===== config.mk =====
export PLATFORM = sky130hd
export DESIGN_NAME = rca_core
export DESIGN_NICKNAME = d
export VERILOG_FILES = /design/src/hw/rca_pkg.sv /design/src/hw/rca_alu.sv /design/src/hw/rca_core.sv
export SDC_FILE = /design/constraint.sdc
export NUM_CORES = 1
export LEC_CHECK = 0
export BUFFER_PORTS_ARGS = -buffer_cell sky130_fd_sc_hd__buf_2
export CAP_MARGIN = 5
export CELL_PAD_IN_SITES_DETAIL_PLACEMENT = 1
export CELL_PAD_IN_SITES_GLOBAL_PLACEMENT = 1
export CORE_MARGIN = 2
export CORE_UTILIZATION = 46
export CTS_BUF_LIST = sky130_fd_sc_hd__clkbuf_2 sky130_fd_sc_hd__clkbuf_4 sky130_fd_sc_hd__clkbuf_8
export CTS_CLUSTER_DIAMETER = 100
export DETAILED_ROUTE_END_ITERATION = 8
export HOLD_SLACK_MARGIN = 0.15
export PLACE_DENSITY_LB_ADDON = 0.1
export SLEW_MARGIN = 20
export SYNTH_ARGS = -nofsm -noshare
export SYNTH_HDL_FRONTEND = slang
export SYNTH_HIERARCHICAL = 1
export SYNTH_SLANG_ARGS = --single-unit
export TNS_END_PERCENT = 5

===== constraint.sdc =====
create_clock -name core_clk_i -period 5.6 [get_ports core_clk_i]
set_clock_uncertainty 0.1 [all_clocks]
set_input_delay 0.28 -clock core_clk_i [delete_from_list [all_inputs] [get_ports core_clk_i]]
set_output_delay 0.28 -clock core_clk_i [all_outputs]
set_load 0.01 [all_outputs]

===== src/hw/rca_pkg.sv =====
// shared constants and types for the risc core datapath
package rca_pkg;
  localparam int INSTR_W = 14;
  localparam int DATA_W = 8;
  localparam int PC_W = 13;
  localparam int FADDR_W = 7;
  localparam int PHASES_PER_CYCLE = 4;
  localparam int CYCLE_NS = 200;
  localparam int OSC_MHZ = 20;
  localparam int CLK_MHZ = 25;
  localparam int CYCLE_CLKS = PHASES_PER_CYCLE;
  localparam logic [7:0] W_RST = 8'h00;
  localparam logic [7:0] STATUS_RST = 8'h18;
  localparam logic [12:0] PC_RST = 13'h0000;
  localparam logic [13:0] NOP_WORD = 14'h0000;
  localparam int ST_C = 0;
  localparam int ST_DC = 1;
  localparam int ST_Z = 2;
  localparam logic [6:0] ADDR_INDF = 7'h00;
  localparam logic [6:0] ADDR_PCL = 7'h02;
  localparam logic [6:0] ADDR_STATUS = 7'h03;
  localparam logic [6:0] ADDR_FSR = 7'h04;
  localparam logic [6:0] ADDR_PCLATH = 7'h0A;
  // alu operation codes
  typedef enum logic [3:0] {
    RCA_OP_PASSF = 4'h0, RCA_OP_PASSW = 4'h1, RCA_OP_ADD = 4'h2, RCA_OP_SUB = 4'h3,
    RCA_OP_AND = 4'h4, RCA_OP_IOR = 4'h5, RCA_OP_XOR = 4'h6, RCA_OP_COM = 4'h7,
    RCA_OP_INC = 4'h8, RCA_OP_DEC = 4'h9, RCA_OP_RLF = 4'hA, RCA_OP_RRF = 4'hB,
    RCA_OP_SWAP = 4'hC, RCA_OP_CLR = 4'hD
  } rca_op_t;
  typedef struct packed {
    logic c;
    logic dc;
    logic z;
  } rca_flags_t;
  typedef struct packed {
    logic [6:0] addr;
    logic [7:0] wdata;
    logic we;
  } rca_dmem_req_t;
endpackage


===== src/hw/rca_alu.sv =====
// 8-bit two's-complement alu with carry, digit and zero flags
`timescale 1ns/10ps
module rca_alu (
  input wire rca_pkg::rca_op_t op_i,
  input wire logic [7:0] w_i,
  input wire logic [7:0] f_i,
  input wire logic c_in_i,
  output logic [7:0] res_o,
  output rca_pkg::rca_flags_t flg_o
);
  logic [8:0] sum;
  logic [4:0] nib;
  always_comb begin
    sum = 9'h000;
    nib = 5'h00;
    res_o = 8'h00;
    flg_o.c = c_in_i;
    flg_o.dc = 1'b0;
    unique case (op_i)
      rca_pkg::RCA_OP_PASSF: res_o = f_i;
      rca_pkg::RCA_OP_PASSW: res_o = w_i;
      rca_pkg::RCA_OP_ADD: begin
        sum = {1'b0, f_i} + {1'b0, w_i};
        nib = {1'b0, f_i[3:0]} + {1'b0, w_i[3:0]};
        res_o = sum[7:0];
        flg_o.c = sum[8];
        flg_o.dc = nib[4];
      end
      rca_pkg::RCA_OP_SUB: begin
        sum = {1'b0, f_i} + {1'b0, ~w_i} + 9'h001;
        nib = {1'b0, f_i[3:0]} + {1'b0, ~w_i[3:0]} + 5'h01;
        res_o = sum[7:0];
        flg_o.c = sum[8];
        flg_o.dc = nib[4];
      end
      rca_pkg::RCA_OP_AND: res_o = w_i & f_i;
      rca_pkg::RCA_OP_IOR: res_o = w_i | f_i;
      rca_pkg::RCA_OP_XOR: res_o = w_i ^ f_i;
      rca_pkg::RCA_OP_COM: res_o = ~f_i;
      rca_pkg::RCA_OP_INC: res_o = f_i + 8'h01;
      rca_pkg::RCA_OP_DEC: res_o = f_i - 8'h01;
      rca_pkg::RCA_OP_RLF: begin
        res_o = {f_i[6:0], c_in_i};
        flg_o.c = f_i[7];
      end
      rca_pkg::RCA_OP_RRF: begin
        res_o = {c_in_i, f_i[7:1]};
        flg_o.c = f_i[0];
      end
      rca_pkg::RCA_OP_SWAP: res_o = {f_i[3:0], f_i[7:4]};
      rca_pkg::RCA_OP_CLR: res_o = 8'h00;
      default: res_o = 8'h00;
    endcase
    flg_o.z = (res_o == 8'h00);
  end
endmodule


===== src/hw/rca_core.sv =====
// two-stage fetch/execute risc core datapath
// Behaviour
// - separate program and data buses, fetch and data access same cycle
// - 14-bit instruction words, one fetched per instruction cycle
// - fetch of next instruction overlaps execution of current
// - non-branch instructions finish in one instruction cycle
// - 8-bit alu does add, subtract, shifts and logic
// - arithmetic is two's complement
// - two-operand ops use accumulator with file register or literal
// - single-operand ops act on accumulator or file register
// - accumulator is 8-bit and has no data address
// - alu updates carry, digit carry and zero flags in status
// - in subtraction carry flags mean no-borrow
// - special registers including pc are in data space, direct or indirect
// - any operation works on any register by any addressing mode
// - rc mode drives instruction rate clock at quarter oscillator rate
// - master clear low holds core in reset
`timescale 1ns/10ps
module rca_core #(
  parameter int PC_W = rca_pkg::PC_W
) (
  input wire logic core_clk_i,
  input wire logic reset_n_i,
  input wire logic rc_mode_i,
  input wire logic [13:0] imem_rdata_i,
  input wire logic [7:0] dmem_rdata_i,
  output logic [12:0] imem_addr_o,
  output rca_pkg::rca_dmem_req_t dmem_req_o,
  output logic instruction_rate_out_o,
  output logic [7:0] w_o,
  output logic [7:0] status_o
);
  // one instruction cycle spans four oscillator phases
  localparam logic [1:0] LAST_PHASE = 2'(rca_pkg::CYCLE_CLKS - 1);
  logic [1:0] phase_r;
  logic cyc_en;
  logic [12:0] pc_r;
  logic [13:0] ir_r;
  logic flush_r;
  logic [7:0] w_r;
  logic [7:0] status_r;
  logic [7:0] fsr_r;
  logic [4:0] pclath_r;
  logic [7:0] fval;
  logic [6:0] faddr;
  logic [7:0] alu_res;
  rca_pkg::rca_flags_t alu_flg;
  rca_pkg::rca_op_t op;
  logic [7:0] opf;
  logic use_lit;
  logic dest_f;
  logic upd_z;
  logic upd_cdc;
  logic br_taken;
  logic [12:0] br_target;
  logic skip;
  // skip requests that do not depend on the alu result, and skip-on-zero
  logic skip_pre;
  logic skz;
  logic wr_w;
  logic wr_f;
  logic [7:0] lit;

  always_ff @(posedge core_clk_i) begin
    if (!reset_n_i) begin
      phase_r <= 2'h0;
    end else begin
      phase_r <= phase_r + 2'h1;
    end
  end
  assign cyc_en = (phase_r == LAST_PHASE);

  // quarter-rate clock out only in rc mode
  always_ff @(posedge core_clk_i) begin
    if (!reset_n_i) begin
      instruction_rate_out_o <= 1'b0;
    end else begin
      instruction_rate_out_o <= rc_mode_i & phase_r[1];
    end
  end

  assign lit = ir_r[7:0];
  // indirect through address zero uses fsr
  assign faddr = (ir_r[6:0] == rca_pkg::ADDR_INDF) ? fsr_r[6:0] : ir_r[6:0];

  // special registers read from the core, others from data memory
  always_comb begin
    unique case (faddr)
      rca_pkg::ADDR_PCL: fval = pc_r[7:0];
      rca_pkg::ADDR_STATUS: fval = status_r;
      rca_pkg::ADDR_FSR: fval = fsr_r;
      rca_pkg::ADDR_PCLATH: fval = {3'h0, pclath_r};
      default: fval = dmem_rdata_i;
    endcase
  end

  // instruction decode; byte-oriented, bit-oriented, literal and branch groups
  always_comb begin
    op = rca_pkg::RCA_OP_PASSF;
    use_lit = 1'b0;
    dest_f = 1'b0;
    upd_z = 1'b0;
    upd_cdc = 1'b0;
    br_taken = 1'b0;
    br_target = pc_r;
    skip_pre = 1'b0;
    skz = 1'b0;
    wr_w = 1'b0;
    wr_f = 1'b0;
    opf = fval;
    unique case (ir_r[13:12])
      2'h0: begin
        // byte-oriented ops on f, result to w or f via dest bit
        dest_f = ir_r[7];
        wr_f = ir_r[7];
        wr_w = ~ir_r[7];
        unique case (ir_r[11:8])
          4'h0: begin
            wr_w = 1'b0;
            wr_f = ir_r[7];
            op = rca_pkg::RCA_OP_PASSW;
          end
          4'h1: begin
            op = rca_pkg::RCA_OP_CLR;
            upd_z = 1'b1;
          end
          4'h2: begin
            op = rca_pkg::RCA_OP_SUB;
            upd_z = 1'b1;
            upd_cdc = 1'b1;
          end
          4'h3: begin
            op = rca_pkg::RCA_OP_DEC;
            upd_z = 1'b1;
          end
          4'h4: begin
            op = rca_pkg::RCA_OP_IOR;
            upd_z = 1'b1;
          end
          4'h5: begin
            op = rca_pkg::RCA_OP_AND;
            upd_z = 1'b1;
          end
          4'h6: begin
            op = rca_pkg::RCA_OP_XOR;
            upd_z = 1'b1;
          end
          4'h7: begin
            op = rca_pkg::RCA_OP_ADD;
            upd_z = 1'b1;
            upd_cdc = 1'b1;
          end
          4'h8: begin
            op = rca_pkg::RCA_OP_PASSF;
            upd_z = 1'b1;
          end
          4'h9: begin
            op = rca_pkg::RCA_OP_COM;
            upd_z = 1'b1;
          end
          4'hA: begin
            op = rca_pkg::RCA_OP_INC;
            upd_z = 1'b1;
          end
          4'hB: begin
            op = rca_pkg::RCA_OP_DEC;
            skz = 1'b1;
          end
          4'hC: op = rca_pkg::RCA_OP_RRF;
          4'hD: op = rca_pkg::RCA_OP_RLF;
          4'hE: op = rca_pkg::RCA_OP_SWAP;
          4'hF: begin
            op = rca_pkg::RCA_OP_INC;
            skz = 1'b1;
          end
        endcase
      end
      2'h1: begin
        // bit clear, set and test on any register
        opf = fval;
        op = rca_pkg::RCA_OP_PASSF;
        unique case (ir_r[11:10])
          2'h0: begin
            opf = fval & ~(8'h01 << ir_r[9:7]);
            wr_f = 1'b1;
          end
          2'h1: begin
            opf = fval | (8'h01 << ir_r[9:7]);
            wr_f = 1'b1;
          end
          2'h2: skip_pre = ~fval[ir_r[9:7]];
          2'h3: skip_pre = fval[ir_r[9:7]];
        endcase
        dest_f = wr_f;
      end
      2'h2: begin
        br_taken = 1'b1;
        br_target = {pclath_r[4:3], ir_r[10:0]};
      end
      2'h3: begin
        use_lit = 1'b1;
        wr_w = 1'b1;
        opf = lit;
        unique case (ir_r[11:8])
          4'h8: op = rca_pkg::RCA_OP_IOR;
          4'h9: op = rca_pkg::RCA_OP_AND;
          4'hA: op = rca_pkg::RCA_OP_XOR;
          4'hC, 4'hD: op = rca_pkg::RCA_OP_SUB;
          4'hE, 4'hF: op = rca_pkg::RCA_OP_ADD;
          default: op = rca_pkg::RCA_OP_PASSF;
        endcase
        upd_z = ir_r[11];
        upd_cdc = (ir_r[11:10] == 2'h3);
      end
    endcase
    if (flush_r) begin
      wr_w = 1'b0;
      wr_f = 1'b0;
      upd_z = 1'b0;
      upd_cdc = 1'b0;
      br_taken = 1'b0;
      skip_pre = 1'b0;
      skz = 1'b0;
    end
  end

  // zero test kept outside the decode so the decode never reads its own alu result
  assign skip = skip_pre | (skz & (alu_res == 8'h00));

  rca_alu u_alu (
    .op_i(op),
    .w_i(w_r),
    .f_i(opf),
    .c_in_i(status_r[rca_pkg::ST_C]),
    .res_o(alu_res),
    .flg_o(alu_flg)
  );

  // one 14-bit word per instruction cycle
  always_ff @(posedge core_clk_i) begin
    if (!reset_n_i) begin
      pc_r <= rca_pkg::PC_RST;
      ir_r <= rca_pkg::NOP_WORD;
      flush_r <= 1'b1;
    end else if (cyc_en) begin
      ir_r <= imem_rdata_i;
      // discard prefetched word after a redirect
      flush_r <= br_taken | skip | (wr_f & (faddr == rca_pkg::ADDR_PCL));
      if (br_taken) begin
        pc_r <= br_target;
      end else if (wr_f && faddr == rca_pkg::ADDR_PCL) begin
        pc_r <= {pclath_r, alu_res};
      end else begin
        pc_r <= pc_r + 13'h0001;
      end
    end
  end

  always_ff @(posedge core_clk_i) begin
    if (!reset_n_i) begin
      w_r <= rca_pkg::W_RST;
    end else if (cyc_en && wr_w) begin
      w_r <= alu_res;
    end
  end

  // flag update; explicit writes to status yield to alu flags
  always_ff @(posedge core_clk_i) begin
    if (!reset_n_i) begin
      status_r <= rca_pkg::STATUS_RST;
      fsr_r <= 8'h00;
      pclath_r <= 5'h00;
    end else if (cyc_en) begin
      if (wr_f && faddr == rca_pkg::ADDR_FSR) begin
        fsr_r <= alu_res;
      end
      if (wr_f && faddr == rca_pkg::ADDR_PCLATH) begin
        pclath_r <= alu_res[4:0];
      end
      if (wr_f && faddr == rca_pkg::ADDR_STATUS) begin
        status_r <= alu_res;
      end
      if (upd_z) begin
        status_r[rca_pkg::ST_Z] <= alu_flg.z;
      end
      // subtraction reports borrow as inverted carry
      if (upd_cdc || ((op == rca_pkg::RCA_OP_RLF || op == rca_pkg::RCA_OP_RRF) && !flush_r)) begin
        status_r[rca_pkg::ST_C] <= alu_flg.c;
      end
      if (upd_cdc) begin
        status_r[rca_pkg::ST_DC] <= alu_flg.dc;
      end
    end
  end

  // data port driven in parallel with the fetch address
  always_ff @(posedge core_clk_i) begin
    if (!reset_n_i) begin
      imem_addr_o <= rca_pkg::PC_RST;
      dmem_req_o <= '0;
      w_o <= rca_pkg::W_RST;
      status_o <= rca_pkg::STATUS_RST;
    end else begin
      imem_addr_o <= pc_r;
      dmem_req_o.addr <= faddr;
      dmem_req_o.wdata <= alu_res;
      dmem_req_o.we <= cyc_en & wr_f;
      w_o <= w_r;
      status_o <= status_r;
    end
  end

  a_rate_quarter: assert property (@(posedge core_clk_i) disable iff (!reset_n_i)
    cyc_en |=> !cyc_en [*3] ##1 cyc_en) else $error("cycle enable not every four clocks");
  a_instruction_rate_out_gate: assert property (@(posedge core_clk_i) disable iff (!reset_n_i)
    !rc_mode_i |=> !instruction_rate_out_o) else $error("rate clock out of rc mode");
  a_branch_flush: assert property (@(posedge core_clk_i) disable iff (!reset_n_i)
    (cyc_en && br_taken) |=> flush_r && pc_r == $past(br_target)) else $error("branch no flush");
  a_pc_advance: assert property (@(posedge core_clk_i) disable iff (!reset_n_i)
    (cyc_en && !br_taken && !(wr_f && faddr == rca_pkg::ADDR_PCL))
      |=> pc_r == $past(pc_r) + 13'h0001) else $error("pc not advanced");
  a_fetch_load: assert property (@(posedge core_clk_i) disable iff (!reset_n_i)
    cyc_en |=> ir_r == $past(imem_rdata_i)) else $error("fetch not loaded");
  a_w_write: assert property (@(posedge core_clk_i) disable iff (!reset_n_i)
    (cyc_en && wr_w) |=> w_r == $past(alu_res)) else $error("w not written");
  a_zero_flag: assert property (@(posedge core_clk_i) disable iff (!reset_n_i)
    (cyc_en && upd_z && !(wr_f && faddr == rca_pkg::ADDR_STATUS))
      |=> status_r[rca_pkg::ST_Z] == (($past(alu_res)) == 8'h00)) else $error("zero flag");
  a_sub_borrow: assert property (@(posedge core_clk_i) disable iff (!reset_n_i)
    (cyc_en && upd_cdc && op == rca_pkg::RCA_OP_SUB && !(wr_f && faddr == rca_pkg::ADDR_STATUS))
      |=> status_r[rca_pkg::ST_C] == ($past(opf) >= $past(w_r))) else $error("borrow");
  a_reset_hold: assert property (@(posedge core_clk_i)
    !reset_n_i |=> pc_r == rca_pkg::PC_RST && phase_r == 2'h0) else $error("reset hold");
  c_branch: cover property (@(posedge core_clk_i) cyc_en && br_taken);
  c_skip: cover property (@(posedge core_clk_i) cyc_en && skip);
  c_sub: cover property (@(posedge core_clk_i) cyc_en && op == rca_pkg::RCA_OP_SUB && upd_cdc);
  c_indirect: cover property (@(posedge core_clk_i) cyc_en && ir_r[6:0] == rca_pkg::ADDR_INDF);
endmodule


==> results.json, run 1 <==
{
  "outcome": "finished, final reports clean",
  "ys_types": 89,
  "grt_pass1_wl_mm": 41.70,
  "io_buffers": 70,
  "place.detailed.hpwl_mm": 20.14,
  "synth_seq_area_share_pct": 29.79,
  "cts_tree": "done",
  "cp.required_ns": 5.84,
  "layout_setup_ws_ns": 0.1208,
  "worstPathArrival_ns": 5.72,
  "drt-met1-wl_mm": 12.08,
  "syn_nets": 913,
  "hold_class": "input port to flop",
  "synth_common_cells": "dfxtp_1, nor2_1, a21oi_1, nand2_1, mux2i_1",
  "routed_via_density": 6.183,
  "ant_nets": 0,
  "place_area_um2": 7799,
  "worst_pin_slew_ns": 0.9622,
  "grt.total_usage_pct": 33.31,
  "fin_tns_setup_ns": 0,
  "clk_pin_slew_ns": 0.12,
  "antenna_found_initial": 1,
  "powerDensity_nw_per_um2": 211.9,
  "wl_met3_mm": 1.749,
  "die_h_um": 127.8,
  "setup_viol": 0,
  "synth_compound_area_share_pct": 21.53,
  "synth_top_cell_by_area": "dfxtp_1",
  "layout.nets": 1003,
  "place.gp.congestion": 0.9897,
  "topRoutingLayerUsed": "met5",
  "cap_violations": 0,
  "syn_area_um2": 7056,
  "synth.area.top_cells": "dfxtp_1, mux2i_1, ha_1, nor2_1, a21oi_1",
  "post-synth-top-count-cell": "dfxtp_1",
  "synth_top_area_share_pct": 29.79,
  "period_needed_ns": 5.479,
  "clock.fmax_mhz": 182.5,
  "wl_mm": 27.20,
  "drv_slew": 0,
  "clock_sinks": 105,
  "grt-ovfl-total": 0,
  "synthMuxAreaShare_pct": 7.093,
  "die_w_um": 127.8,
  "drc": 0,
  "htree_levels": 3,
  "synthArstFlopShare_pct": 0,
  "drt_iter0_drc": 498,
  "cts_inserted_buffers": 9,
  "cts_buffer_depth": 2,
  "critical_path_class": "flop to flop",
  "synthAdderAreaFrac_pct": 6.065,
  "finalCritPeriodShare_pct": 97.84,
  "cts_root_buf": "clkbuf_8",
  "synth_top_family_by_area": "simple AND/OR/NAND/NOR gates",
  "route.met2.wl_mm": 12.58,
  "grt_pass1_vias": 7174,
  "coreArea_um2": 15090,
  "synthSimpleGateAreaFrac_pct": 26.72,
  "syn_area_per_cell_um2": 8.252,
  "drive_gt1_share_pct": 19.68,
  "max-slew-margin-rel_pct": 35.47,
  "ys_ff_latch": 105,
  "yosysWarnings": 6,
  "fin_area_um2": 8222,
  "firstDrtPassIters": 8,
  "wire_per_inst_um": 23.91,
  "die_area_um2": 16340,
  "diodes": 0,
  "synth_edf_count": 0,
  "start_util_pct": 46.76,
  "ir_drop_mv": 0.1555,
  "critical_path.max_fanout": 10,
  "leakage_nw": 3.385,
  "insertion_delay_ns": 0.41,
  "post-route-util_pct": 54.49,
  "rows": 45,
  "vias": 7036,
  "end_kind": "flop",
  "final_hold_viol_count": 0,
  "ys.flop_type": "dfxtp_1",
  "cp-start-kind": "flop",
  "synth-xor-area-share_pct": 2.731,
  "syn_inst": 855,
  "num_io_pins": 71,
  "rsz0062_at_grt": "true",
  "place_ws_ns": -0.01425,
  "area_growth_pct": 16.53,
  "grt_max_degree": 68
}
## registers in the layout, indices dropped and copies added (netlist names)
register                flops
imem_addr_o                13
pc_r                       13
fsr_r                       8
status_o                    8
instruction_rate_out_o      1
phase_r                     2
dmem_req_o                 16
pclath_r                    5
w_r                         8
flush_r                     1
w_o                         8
ir_r                       14
status_r                    8
## area by class of cell
type                            count  area (um^2)
Clock buffer                       10        131.4
Clock inverter                      6        61.31
Fill cell                        1780         6868
Inverter                           36        135.1
Multi-Input combinational cell    651         4622
Sequential cell                   105         2108
Tap cell                          188        235.2
Timing Repair Buffer              142        928.4
## layer usage
layer  track usage [%]  vias up
met4             10.80        2
met2             54.64      240
li1                  -     3245
met1             44.03     3493
met3             6.803       56
met5                 0        -
## cells in the final DEF (no fill, tap or decap), drive strengths merged, types with 31 or more instances in the layout
cell / count
o21ai: 31
nor2: 73
a21oi: 52
buf: 127
inv: 39
mux2i: 41
and2: 40
dfxtp: 105
nand2: 50
nor2b: 31
ha: 31
## critical path: stages (launching register included)
cell and delay [ns]:
dfxtp_4 0.39, or4b_4 0.59, o21a_4 0.23, nor4_4 0.37
a32o_1 0.19, a221o_1 0.13, o311ai_0 0.16, o311ai_1 0.18
ha_2 0.30, inv_1 0.07, fa_1 0.39, or2_1 0.23
and3_1 0.19, o211a_1 0.23, or4_4 0.51, or3_4 0.40
nor3_2 0.11, nor4b_4 0.23, nand3b_1 0.14, o311ai_1 0.12
a21oi_1 0.15
## through the flow
| stage | hold slack, ns | power (mW) | cells |
|---|---|---|---|
| floorplan | 0.2984 | 1.076 | 855 |
| global placement | 0.3125 | 1.234 | 1105 |
| detailed placement | 0.3460 | 1.245 | 1105 |
| CTS | 0.3021 | 1.732 | 1136 |
| global route | 0.3558 | 1.809 | 1138 |
| finish | 0.3115 | 1.742 | 1138 |
## final timing paths
check,start,endpoint,slack (ns),cells after the start
min,reset_n_i,status_r[3],0.31,3
max,ir_r[0],status_r[2],0.12,20
min reg2reg,phase_r[0],phase_r[0],0.36,1
max reg2reg,ir_r[0],status_r[2],0.12,20
## what timing repair did
item | 4_1_cts | 5_1_grt
hold buffers | 15 | 0
hold endpoints to repair | 15 | 0
gates resized for setup | 2 | 14
buffers inserted | 0 | 2
setup endpoints to repair | 1 | 5
pin swaps | 0 | 3
## where the power goes
| part | internal, mW | total [mW] | switching (mW) |
|---|---|---|---|
| clock | 0.178 | 0.488 | 0.310 |
| sequential | 0.765 | 0.787 | 0.0217 |
| combinational | 0.190 | 0.467 | 0.277 |
## logic make-up after synthesis
group,count (synthesis)
compound gates,215
xor+xnor,22
fa+ha+maj,33
buf+inv,99
flops,105
mux,47
simple gates,334
Note: power is estimated with default switching activity, not from simulation.
==> inputs of run 2 (changes only) <==
Settings changed: CORE_UTILIZATION 46 to 47, SYNTH_HIERARCHICAL 1 to not set.
==> results.json, run 2 <==
{
  "final_hold_viol_count": 0,
  "critical_path.max_fanout": 5,
  "cp.depth": 18,
  "intPower_mw": 1.156,
  "cts_root_buf": "clkbuf_8",
  "reg2reg_from": "ir_r[4]",
  "grt-ovfl-total": 0,
  "synth_top_area_share_pct": 26.84,
  "synthArstFlopShare_pct": 0,
  "area_growth_pct": 15.27,
  "slowest_delay_ns": 0.58,
  "ys.flop_type": "dfxtp_1",
  "diodes": 0,
  "largest_register": "dmem_req_o",
  "place.detailed.hpwl_mm": 24.06,
  "syn_inst": 960,
  "insertion_delay_ns": 0.40,
  "path_buf_inv": 0,
  "htree_levels": 3,
  "num_io_pins": 71,
  "vias": 8181,
  "reg2reg_depth": 18,
  "ys_ff_latch": 105,
  "crit_slowest_cell": "or4b_4",
  "grtUsageMet1_pct": 44.65,
  "p_switching_mw": 0.5820,
  "powerDensity_nw_per_um2": 192.5,
  "period_needed_ns": 5.476,
  "hold_class": "input port to flop",
  "cts_buffer_depth": 2,
  "cts_tree": "done",
  "synth_seq_area_share_pct": 26.84,
  "coreArea_um2": 16410,
  "drv_slew": 0,
  "place_area_um2": 8643,
  "drc": 0,
  "synth_top_cell_by_area": "dfxtp_1",
  "top_usage_layer": "met2",
  "routed_via_density": 6.411,
  "worst_pin_slew_ns": 1.119,
  "grt_max_degree": 66,
  "synth_common_cells": "dfxtp_1, nand2_1, nor2_1, a21oi_1, clkbuf_1",
  "fin_area_um2": 9027,
  "place.gp.congestion": 0.9808,
  "clock_sinks": 105,
  "grtUsageMet2_pct": 59.30,
  "cp_cell_sequence": "or4_4 > o21ba_1 > mux2i_1 > a221oi_2 > mux2_2 > nor2_1 > or2_2 > fa_1 > a21o_1 > a21oi_1 > o21bai_1 > a21oi_1 > xor2_1 > o221ai_1 > or4b_4 > a2111oi_4 > nand4_1 > o31ai_1",
  "cp-start-kind": "flop",
  "largest_reg_flops": 16,
  "setup_viol": 0,
  "seq_area_um2": 2102,
  "final_cell_mix": "dfxtp_1, nand2_1, buf_2",
  "antenna_found_initial": 0,
  "whs_ns": 0.2759,
  "end_kind": "flop",
  "cap_violations": 0,
  "layout.nets": 1116,
  "ys_types": 95,
  "power_mw": 1.738,
  "layout.cells.most_common": "dfxtp_1",
  "syn_area_um2": 7831,
  "synth_edf_count": 0,
  "rsz0062_at_grt": "false",
  "leakage_nw": 3.803,
  "cp.required_ns": 5.79,
  "start_util_pct": 47.73,
  "rows": 47,
  "ir_drop_mv": 0.1102,
  "sw_frac_of_total_pct": 33.49,
  "clock.fmax_mhz": 182.6,
  "reg2reg_slack_ns": 0.12,
  "yosysWarnings": 0,
  "die_area_um2": 17710,
  "startpoint": "ir_r[4]",
  "drt_iter0_drc": 678,
  "use_met3_pct": 4.521,
  "post_cts_buffers": 0,
  "firstDrtPassIters": 5,
  "comb_power_share_pct": 26.4,
  "post-synth-top-count-cell": "dfxtp_1",
  "crit_path_end": "status_r[2]",
  "drive_gt1_share_pct": 18.75,
  "grt_pass1_vias": 8090,
  "wl_mm": 31.01,
  "fin_tns_setup_ns": 0,
  "synth.area.top_cells": "dfxtp_1, ha_1, nand2_1, mux2i_1, and2_1",
  "syn_area_per_cell_um2": 8.158,
  "p_clk_share_pct": 28.5,
  "nFillCells": 2024,
  "multiInputGateArea_um2": 5339,
  "grt.total_usage_pct": 35.03,
  "die_h_um": 133.1,
  "io_buffers": 70,
  "outcome": "finished, final reports clean",
  "critical_path_class": "flop to flop",
  "cpLargestDelayFamily": "compound AO/OA/AOI/OAI gates",
  "reg2reg_to": "status_r[2]",
  "die_w_um": 133.1,
  "clk_pin_slew_ns": 0.10,
  "syn_nets": 1024,
  "max-slew-margin-rel_pct": 23.46,
  "grt_pass1_wl_mm": 47.84,
  "ant_nets": 0,
  "reg_top3": "dmem_req_o (16), ir_r (14)",
  "pwr-share-seq_pct": 45.2,
  "worstPathArrival_ns": 5.67,
  "wire_per_inst_um": 24.30,
  "crit_top_cell": "a21oi_1",
  "finalCritPeriodShare_pct": 97.78,
  "cts_inserted_buffers": 9
}
-- run 2: metal layers --
| metal | vias to the layer above | part of all wire [%] | wire [um] |
|---|---|---|---|
| met2 | 244 | 48 | 15000 |
| met1 | 4122 | 43 | 13340 |
| met5 | - | 0 | 0 |
| met4 | 0 | 4.4 | 1379 |
| met3 | 83 | 4.2 | 1295 |
| li1 | 3732 | - | - |
-- run 2: what timing repair did --
item | CTS | global route
hold buffers | 15 | 0
setup endpoints to repair | 0 | 7
hold endpoints to repair | 15 | 0
gates resized for setup | 0 | 8
-- run 2: cells by family (layout without fill, tap and decap cells) --
group / Yosys count / after routing / synth area share (%)
DFF: 105 / 105 / 26.84
buffers and inverters: 107 / 203 / 5.608
and+or+nand+nor: 361 / 361 / 25.50
muxes: 37 / 37 / 4.809
xor gates and xnor gates: 19 / 19 / 2.125
AOI/OAI and AO/OA: 292 / 292 / 28.60
adders and majority gates: 39 / 39 / 6.519
-- run 2: area by class of cell --
cell class                      instances  area share, %
Timing Repair Buffer                  144          10.45
Sequential cell                       105          23.28
Tap cell                              220          3.049
Multi-Input combinational cell        748          59.14
Inverter                               44          1.830
Clock buffer                           10          1.525
Clock inverter                          5         0.7207
-- run 2: power by group through the flow --
stage	Combinational (mW)	Sequential, mW	Clock (mW)
finish	0.458	0.785	0.495
global route	0.486	0.788	0.530
CTS	0.445	0.784	0.500
detailed placement	0.434	0.802	0
global placement	0.429	0.801	0
floorplan	0.268	0.794	0
-- run 2: how the worst min path moves through the flow --
stage	endpoint	startpoint	cells after the start
2_1_floorplan	phase_r[0]	phase_r[0]	1
3_3_place_gp	phase_r[0]	phase_r[0]	1
3_5_place_dp	phase_r[0]	phase_r[0]	1
4_1_cts	dmem_req_o[10]	reset_n_i	2
5_1_grt	status_r[7]	reset_n_i	2
6_report	dmem_req_o[10]	reset_n_i	2
-- run 2: metrics by stage --
step | instances | worst slack [ns] | utilization (%)
after global routing | 1276 | 0.01205 | 55.02
after global placement | 1246 | 0.2888 | 52.68
after CTS | 1276 | 0.07357 | 54.83
final | 1276 | 0.1240 | 55.02
after floorplan | 960 | 0.4369 | -
after detailed placement | 1246 | 0.1001 | 52.68
